===== config.mk =====
export PLATFORM = sky130hd
export DESIGN_NAME = port_cmd_regs
export DESIGN_NICKNAME = d
export VERILOG_FILES = /design/src/common/port_cfg_pkg.sv /design/src/rtl/port_id_store.sv /design/src/rtl/port_cmd_regs.sv
export SDC_FILE = /design/constraint.sdc
export NUM_CORES = 1
export LEC_CHECK = 0
export BUFFER_PORTS_ARGS = -buffer_cell sky130_fd_sc_hd__buf_2
export CORE_AREA = 3 3 78 98
export DETAILED_ROUTE_END_ITERATION = 10
export DIE_AREA = 0 0 81 101
export GPL_TIMING_DRIVEN = 0
export PLACE_DENSITY = 0.7
export SYNTH_ARGS = -nofsm -noshare
export SYNTH_HDL_FRONTEND = slang
export SYNTH_SLANG_ARGS = --single-unit
export TNS_END_PERCENT = 50

===== constraint.sdc =====
create_clock -name mclk -period 1.3 [get_ports mclk]
set_clock_uncertainty 0.15 [all_clocks]
set_input_delay 0.065 -clock mclk [delete_from_list [all_inputs] [get_ports mclk]]
set_output_delay 0.065 -clock mclk [all_outputs]
set_load 0.03 [all_outputs]

===== src/common/port_cfg_pkg.sv =====
// Constants for the port identification and command register block
package port_cfg_pkg;
  localparam logic [7:0]  OFS_IDENT      = 8'h00;
  localparam logic [7:0]  OFS_COMMAND    = 8'h04;
  localparam logic [15:0] MAKER_ID_DFLT  = 16'h1a2b; // Arbitrary value
  localparam logic [15:0] PART_ID_DFLT   = 16'h3c4d; // Arbitrary value
  localparam int          CMD_IO_BIT     = 0;
  localparam int          CMD_MEM_BIT    = 1;
  localparam int          CMD_FWD_BIT    = 2;
  localparam int          CMD_PERR_BIT   = 6;
  localparam int          CMD_ERR_BIT    = 8;
  localparam int          CMD_INTD_BIT   = 10;
  localparam logic [15:0] CMD_WR_MASK    = 16'h0547;
  localparam logic [15:0] CMD_RESET      = 16'h0000;
  localparam int          STS_SSE_BIT    = 30;
  typedef enum logic [1:0] {REQ_NONE, REQ_TAKE, REQ_UR} req_verdict_t;
endpackage


===== src/rtl/port_id_store.sv =====
// Identification store with override loading
`timescale 1ns/1ns
`default_nettype none
module port_id_store
  import port_cfg_pkg::*;
#(
  parameter logic [15:0] DFLT = 16'h0000
) (
  // Clock and reset
  input  wire logic        mclk,
  input  wire logic        reset_n,
  // Override load
  input  wire logic        load_en,
  input  wire logic [15:0] load_val,
  // Value seen by software
  output logic      [15:0] id_ff
);
  // Default at reset, replaced by SMBus or EEPROM load only
  always_ff @(posedge mclk or negedge reset_n) begin
    if (!reset_n) begin
      id_ff <= DFLT;
    end else if (load_en) begin
      id_ff <= load_val;
    end
  end
endmodule
`default_nettype wire


===== src/rtl/port_cmd_regs.sv =====
// Identification and command registers for one switch port
`timescale 1ns/1ns
`default_nettype none
// Behaviour
// - Maker identification read-only in bits 15:0 of word 0.
// - Part identification in bits 31:16; both loadable by SMBus or EEPROM.
// - Command bit 0 enables I/O responses; resets to zero.
// - Command bit 1 enables memory responses; resets to zero.
// - Bit 2 clear blocks upstream requests; downstream requests become unsupported.
// - Rejected non-posted request gets unsupported-request completion.
// - Bit 2 set forwards memory and I/O requests upstream.
// - Bits 3,4,5,7,9 read zero and ignore writes.
// - Bit 6 set enables normal parity-error action; resets zero.
// - Bit 8 gates fatal and non-fatal error reporting; resets zero.
// - Bit 10 stops own INTx, not forwarded INTx; resets zero.
// - Signaled-system-error set on error message sent while bit 8 set.
module port_cmd_regs
  import port_cfg_pkg::*;
(
  // Clock and reset
  input  wire logic        mclk,
  input  wire logic        reset_n,
  // Configuration access
  input  wire logic        cfg_wr,
  input  wire logic [7:0]  cfg_addr,
  input  wire logic [31:0] cfg_wdata,
  input  wire logic [3:0]  cfg_be,
  output logic      [31:0] cfg_rdata,
  // Identification override from SMBus or EEPROM
  input  wire logic        maker_load,
  input  wire logic [15:0] maker_val,
  input  wire logic        part_load,
  input  wire logic [15:0] part_val,
  // Primary side requests
  input  wire logic        pri_io_req,
  input  wire logic        pri_mem_req,
  output logic             pri_io_accept,
  output logic             pri_mem_accept,
  // Downstream side requests bound upstream
  input  wire logic        dn_req,
  input  wire logic        dn_nonposted,
  output logic             up_fwd,
  output logic             dn_ur,
  output logic             ur_cpl,
  // Errors and interrupts
  input  wire logic        parity_err,
  output logic             parity_act,
  input  wire logic        err_detect,
  output logic             err_msg,
  input  wire logic        sse_clear,
  output logic             sse_ff,
  input  wire logic        own_intx,
  input  wire logic        fwd_intx,
  output logic             intx_msg,
  // Decoded verdict for the downstream request
  output req_verdict_t     dn_verdict
);
  logic [15:0] cmd_ff;
  logic [15:0] nxt_cmd;
  logic [15:0] maker_id;
  logic [15:0] part_id;
  logic [15:0] wr_data;

  port_id_store #(.DFLT(MAKER_ID_DFLT)) u_maker (
    .mclk     (mclk),
    .reset_n  (reset_n),
    .load_en  (maker_load),
    .load_val (maker_val),
    .id_ff    (maker_id)
  );

  port_id_store #(.DFLT(PART_ID_DFLT)) u_part (
    .mclk     (mclk),
    .reset_n  (reset_n),
    .load_en  (part_load),
    .load_val (part_val),
    .id_ff    (part_id)
  );

  // Byte lanes merge; only writable bits may change
  always_comb begin
    wr_data = {cfg_be[1] ? cfg_wdata[15:8] : cmd_ff[15:8],
               cfg_be[0] ? cfg_wdata[7:0] : cmd_ff[7:0]};
    nxt_cmd = cmd_ff;
    if (cfg_wr && cfg_addr == OFS_COMMAND) begin
      nxt_cmd = wr_data & CMD_WR_MASK;
    end
  end

  always_ff @(posedge mclk or negedge reset_n) begin
    if (!reset_n) begin
      cmd_ff <= CMD_RESET;
    end else begin
      cmd_ff <= nxt_cmd;
    end
  end

  // Read mux; unmapped offsets return zero
  always_ff @(posedge mclk or negedge reset_n) begin
    if (!reset_n) begin
      cfg_rdata <= 32'h0000_0000;
    end else if (cfg_addr == OFS_IDENT) begin
      cfg_rdata <= {part_id, maker_id};
    end else if (cfg_addr == OFS_COMMAND) begin
      cfg_rdata <= {16'h0000, cmd_ff & CMD_WR_MASK};
    end else begin
      cfg_rdata <= 32'h0000_0000;
    end
  end

  assign pri_io_accept  = pri_io_req & cmd_ff[CMD_IO_BIT];
  assign pri_mem_accept = pri_mem_req & cmd_ff[CMD_MEM_BIT];
  assign up_fwd = dn_req & cmd_ff[CMD_FWD_BIT];
  assign dn_ur  = dn_req & ~cmd_ff[CMD_FWD_BIT];
  assign ur_cpl = dn_ur & dn_nonposted;

  // Verdict encoding for the transaction layer
  always_comb begin
    case ({dn_req, cmd_ff[CMD_FWD_BIT]})
      2'b11:   dn_verdict = REQ_TAKE;
      2'b10:   dn_verdict = REQ_UR;
      default: dn_verdict = REQ_NONE;
    endcase
  end

  assign parity_act = parity_err & cmd_ff[CMD_PERR_BIT];
  assign err_msg = err_detect & cmd_ff[CMD_ERR_BIT];
  // own interrupts gated, forwarded pass always
  assign intx_msg = (own_intx & ~cmd_ff[CMD_INTD_BIT]) | fwd_intx;

  // sticky status; a new message wins over the clear
  always_ff @(posedge mclk or negedge reset_n) begin
    if (!reset_n) begin
      sse_ff <= 1'b0;
    end else if (err_msg) begin
      sse_ff <= 1'b1;
    end else if (sse_clear) begin
      sse_ff <= 1'b0;
    end
  end
endmodule
`default_nettype wire


# Word-level counts from Yosys, hierarchy flattened
# Index checks and enable logic that the tools add are counted.
# Widths: inputs -> output; s select.
[totals] latchBits=0 out_inout_bits=43 rom_bits=0 elab_cells=30 ff_bits=71 ramBits=0 memories=0 in_bits=90
[op_classes] n_lt_le_gt_ge=0 bitwise_logic=11 n_shift=0 n_eq_ne=3 n_div=0 add_sub_neg=0 mul=0 n_mux=5 n_reduce_logical=5
[ops] cell="$mux 32" count=1
[ops] cell="$mux 11" count=1
[ops] cell="$and 1x1->1" count=8
[ops] cell="$eq 8x3->1 const B" count=1
[ops] cell="$logic_not 8->1" count=1
[ops] cell="$eq 2x2->1 const B" count=2
[ops] cell="$pmux 2 s2" count=1
[ops] cell="$reduce_and 2->1" count=2
[ops] cell="$mux 1" count=2
[ops] cell="$not 1->1" count=2
[ops] cell="$reduce_bool 2->1" count=1
[ops] cell="$logic_and 1x1->1" count=1
[ops] cell="$or 1x1->1" count=1

# Logic depth before layout (Yosys ltp)
[logic_depth] depth_word=3 mapped_depth=4 ltp_nobuf=3

# Cells and area by module
# From an unflattened synthesis, not the netlist that was laid out.
[hier_totals] cells_unflattened=172 hier_area_um2=2816.5
[modules_own_cells] module="port_cmd_regs" area_each_um2=1498.9 n_inst=1 cells_per_inst=104
[modules_own_cells] module="port_id_store (u_part)" area_each_um2=659.4 n_inst=1 cells_per_inst=34
[modules_own_cells] module="port_id_store (u_maker)" area_each_um2=658.1 n_inst=1 cells_per_inst=34

# Worst setup path before layout
# OpenSTA, ideal clock, no wires.
[synth_path] path_kind="flip-flop to output port" from="register cmd_ff[2]" to="output port ur_cpl" path_slack_ns=-0.186 n_path_buf=0 t_required_ns=1.085 t_arrival_ns=1.271 stages_incl_launch_ff=3 path_cell_list="dfrtp_1 nor2b_1 and2_1"
[synth_between] elab_chain_cells=3
[synth_lines] item="start: declaration" line_no="port_cmd_regs.sv:58" text="logic [15:0] cmd_ff;"
[synth_lines] item="start signal: assignment" line_no="port_cmd_regs.sv:94" text="cmd_ff <= nxt_cmd;"
[synth_lines] item="$not 1->1" line_no="port_cmd_regs.sv:114" text="assign dn_ur = dn_req & ~cmd_ff[CMD_FWD_BIT];"
[synth_lines] item="$and 1x1->1" line_no="port_cmd_regs.sv:114"
[synth_lines] item="named net dn_ur" line_no="port_cmd_regs.sv:43" text="output logic dn_ur,"
[synth_lines] item="$and 1x1->1" line_no="port_cmd_regs.sv:115" text="assign ur_cpl = dn_ur & dn_nonposted;"
[synth_lines] item="end: declaration" line_no="port_cmd_regs.sv:44" text="output logic ur_cpl,"
# The timed path passes the listed nets, and every way through them passes these cells.

# Worst setup path after layout
[layout_path] from="register cmd_ff[2]" to="output port ur_cpl"
[layout_between] elab_chain_cells=3
[layout_lines] item="$not 1->1" line_no="port_cmd_regs.sv:114"
[layout_lines] item="$and 1x1->1" line_no="port_cmd_regs.sv:114"
[layout_lines] item="$and 1x1->1" line_no="port_cmd_regs.sv:115"
# No other way between the ends.

==> flow_summary.html <==
<table>
<tr><th>Metric</th><th>Value</th></tr>
<tr><th colspan="2">Routing</th></tr>
<tr><td>Number of DRC markers after the initial detailed-route iteration</td><td>21</td></tr>
<tr><td>DRT Wirelength</td><td>6150 um</td></tr>
<tr><td>Total via count in the routed design</td><td>1922</td></tr>
<tr><td>Vias/cell</td><td>between 4 and 5</td></tr>
<tr><td>Number of nets with antenna violations after routing</td><td>0</td></tr>
<tr><td>1st-pass router iterations</td><td>4</td></tr>
<tr><td>Post-route DRC violation count</td><td>0</td></tr>
<tr><td>WL per Instance</td><td>between 10 and 15 um</td></tr>
<tr><th colspan="2">Synthesis</th></tr>
<tr><td>Sequential element share of the synthesized area</td><td>66.6%</td></tr>
<tr><td>Count of mapped cells out of synthesis</td><td>172</td></tr>
<tr><td>Flops &amp; latches, synth</td><td>71</td></tr>
<tr><td>Netlist cell types</td><td>20</td></tr>
<tr><td>Yosys synthesis warning count</td><td>0</td></tr>
<tr><td>Post-synthesis net count</td><td>roughly 260</td></tr>
<tr><td>Cell area after synthesis</td><td>0.00270 mm^2</td></tr>
<tr><td>Syn_area_per_cell</td><td>approximately 16 um^2</td></tr>
<tr><th colspan="2">Place</th></tr>
<tr><td>Placer congestion estimate</td><td>0.696</td></tr>
<tr><td>Number of buffers added on ports</td><td>102</td></tr>
<tr><td>Cell Area, Placed</td><td>0.00332 mm^2</td></tr>
<tr><td>Worst setup slack before clock tree synthesis</td><td>-0.291 ns</td></tr>
<tr><td>Final HPWL DP</td><td>between 3000 and 4000 um</td></tr>
<tr><th colspan="2">Finish</th></tr>
<tr><td>Most common cell after layout, fill and taps aside</td><td>buf_2</td></tr>
<tr><td>Syn-to-layout area delta</td><td>49.3%</td></tr>
<tr><td>Total inserted antenna cells</td><td>0</td></tr>
<tr><td>Top library cells by usage in the layout, fill and taps aside</td><td>101 x buf_2, 56 x dfrtp_1, 44 x dlygate4sd3_1, 32 x mux2_2, 20 x and3_1</td></tr>
<tr><td>Fin nets</td><td>420</td></tr>
<tr><td>Finished Cell Area</td><td>0.00403 mm^2</td></tr>
<tr><td>Ratio of cells with drive above 1 in the final layout</td><td>56.1%</td></tr>
<tr><th colspan="2">Outcome</th></tr>
<tr><td>Run status</td><td>finished with violations</td></tr>
<tr><td>Violations in the final reports</td><td>negative setup slack</td></tr>
<tr><th colspan="2">STA</th></tr>
<tr><td>Worst-Margin Slew</td><td>0.857 ns</td></tr>
<tr><td>Worst setup margin</td><td>-0.0837 ns</td></tr>
<tr><td>Setup repair after global routing missed its margin</td><td>yes</td></tr>
<tr><td>Crit share post-route</td><td>106%</td></tr>
<tr><td>Endpoints failing hold</td><td>0</td></tr>
<tr><td>Upper clock frequency limit</td><td>between 700 and 800 MHz</td></tr>
<tr><td>Final-layout worst hold slack</td><td>approximately 0.021 ns</td></tr>
<tr><td>Max Slew Vio Count</td><td>0</td></tr>
<tr><td>Total of endpoints with negative setup slack in the final report</td><td>4</td></tr>
<tr><td>Worst slew margin relative to its limit</td><td>42.9%</td></tr>
<tr><td>Minimum clock period</td><td>1.38 ns</td></tr>
<tr><th colspan="2">Clock tree</th></tr>
<tr><td>Root Buffer</td><td>clkbuf_8</td></tr>
<tr><td>Number of sinks handled by clock tree synthesis</td><td>71</td></tr>
<tr><td>Clock buffer count from CTS</td><td>9</td></tr>
<tr><td>Number of buffers on the longest clock path</td><td>2</td></tr>
<tr><td>Clk pin slew, worst setup/hold paths</td><td>0.07 ns</td></tr>
<tr><td>TritonCTS clock tree</td><td>done</td></tr>
<tr><td>Number of levels the H-tree was split into</td><td>3</td></tr>
<tr><td>Clock latency on the worst-skew pair</td><td>0.34 ns</td></tr>
<tr><th colspan="2">Die</th></tr>
<tr><td>Chip width</td><td>81 um</td></tr>
<tr><td>Core area</td><td>0.00689 mm^2</td></tr>
<tr><td>Area of the die</td><td>roughly 0.008 mm^2</td></tr>
<tr><td>Number of rows created at floorplan</td><td>34</td></tr>
<tr><td>Initial Utilization</td><td>39.1%</td></tr>
<tr><td>DIE HEIGHT</td><td>101 um</td></tr>
<tr><td>I/O pin count</td><td>133</td></tr>
<tr><th colspan="2">Job</th></tr>
<tr><td>Maximum capacitance violations</td><td>0</td></tr>
<tr><th colspan="2">Worst setup path</th></tr>
<tr><td>Data arrival, critical path</td><td>1.17 ns</td></tr>
<tr><td>Class of the most critical setup path</td><td>register to primary output</td></tr>
<tr><td>Crit end category</td><td>primary output</td></tr>
<tr><td>Cell-by-cell listing of the critical path</td><td>nor2b_2 -&gt; and2_4 -&gt; buf_6</td></tr>
<tr><td>Largest stage delay on the critical path</td><td>0.41 ns</td></tr>
<tr><td>Maximum net fanout on the critical path</td><td>3</td></tr>
<tr><td>Cell type of the slowest stage on the worst timing path</td><td>dfrtp_1</td></tr>
<tr><td>Kind of launch point of the worst setup path</td><td>register</td></tr>
<tr><td>Data required time at the worst endpoint</td><td>1.09 ns</td></tr>
<tr><th colspan="2">Pwr</th></tr>
<tr><td>Largest vdd supply drop</td><td>0.684 mV</td></tr>
<tr><td>Total power density per cell area</td><td>1190 mW/mm^2</td></tr>
<tr><td>Power after layout</td><td>just under 5000 uW</td></tr>
<tr><td>Leakage power figure</td><td>0.00213 uW</td></tr>
<tr><th colspan="2">Min path</th></tr>
<tr><td>Hold/Removal Path Class</td><td>primary input to register</td></tr>
<tr><th colspan="2">Global routing</th></tr>
<tr><td>Initial antenna violation count</td><td>0</td></tr>
<tr><td>Via count of the first global-routing pass</td><td>1938</td></tr>
<tr><td>All-Layer GR Usage</td><td>15.3%</td></tr>
<tr><td>First-pass GRT wire length</td><td>9230 um</td></tr>
<tr><td>Pin count of the biggest net entering global routing</td><td>approximately 70</td></tr>
<tr><td>GRT overflow</td><td>0</td></tr>
</table>
cell type report:
class / instances / area (um^2)
sequential: 71 / 1800
tap: 90 / 113
inverter: 2 / 7.51
timing repair buffer: 147 / 986
multi-input combinational: 86 / 832
clock buffer: 10 / 128
buffer: 13 / 72.6
clock inverter: 6 / 92.6
fill: 586 / 2870
cell families after synthesis:
logic type             count (synthesis)  synth area share (%)
DFF                                   71                  66.6
and+or+nand+nor                       40                  12.2
muxes                                 38                  15.9
buffers and inverters                 15                  2.83
AOI/OAI and AO/OA                      8                  2.51
metrics by stage:
| stage | std cells | TNS (ns) | util [%] |
|---|---|---|---|
| final | 425 | -0.228 | 58.4 |
| after global routing | 425 | -0.577 | 58.4 |
| after CTS | 425 | -0.256 | 58.4 |
| after detailed placement | 364 | -8.89 | 48.2 |
| after global placement | 364 | -25.44 | 48.2 |
| after floorplan | 172 | 0 | - |
flip-flops by register name (all words and copies together) (netlist names):
name and flops:
u_part.id_ff 16, u_maker.id_ff 16, cmd_ff 6, sse_ff 1, cfg_rdata 32
repair_timing:
item                                    4_1_cts  5_1_grt
hold buffers                                 44        0
setup buffers                                 1        0
endpoints found under the setup margin        6        9
gates cloned                                  0        0
gates resized for setup                      10        1
pin swaps                                     1        1
endpoints found under the hold margin       101        0
synth_stat cells:
master    number  area (um^2)
nor4_4         2         42.5
clkbuf_1       6         22.5
and2_1         6         37.5
dfrtp_1       56         1400
a22o_1         6         52.6
and3_2         6         45.0
nor2b_1        1         6.26
mux2_2        32          360
inv_1          2         7.51
nor4b_4        1         23.8
dfstp_2       15          394
and2_2         2         15.0
and3_1        20          125
buf_2          4         20.0
nand4_2        1         12.5
mux2_1         6         67.6
nand4_4        1         21.3
a21o_1         2         15.0
buf_6          1         11.3
buf_4          2         15.0
path summary, 6_finish.rpt:
path,endpoint,from,slack [ns],cells past startpoint
setup / recovery,ur_cpl,cmd_ff[2],-0.08,3
hold / removal,cfg_rdata[24],cfg_addr[2],0.02,3
setup reg to reg,cmd_ff[2],cmd_ff[2],0.21,2
hold reg to reg,sse_ff,sse_ff,0.33,1
max in group asynchronous,cfg_rdata[6],reset_n,0.19,2
min in group asynchronous,cfg_rdata[9],reset_n,0.25,2
per-layer routing:
metal | vias up | global-route usage (%) | wire length (um)
met5 | - | 0 | 0
li1 | 916 | - | -
met3 | 12 | 2.15 | 309
met4 | 0 | 9.62 | 133
met1 | 931 | 16.7 | 2330
met2 | 63 | 27.5 | 3380
power by group:
group,leakage [uW],switching [uW],internal [uW]
combinational,0.00113,197,278
clock,0.000104,839,1090
sequential,0.000901,47.9,2350
worst max-delay path, delay by kind of cell, from the launching register on:
kind                   cells  cell delay [ns]
flip-flops                 1             0.41
AND/OR/NAND/NOR            2             0.32
buffers and inverters      1             0.12
Note: power is estimated with default switching activity, not from simulation.
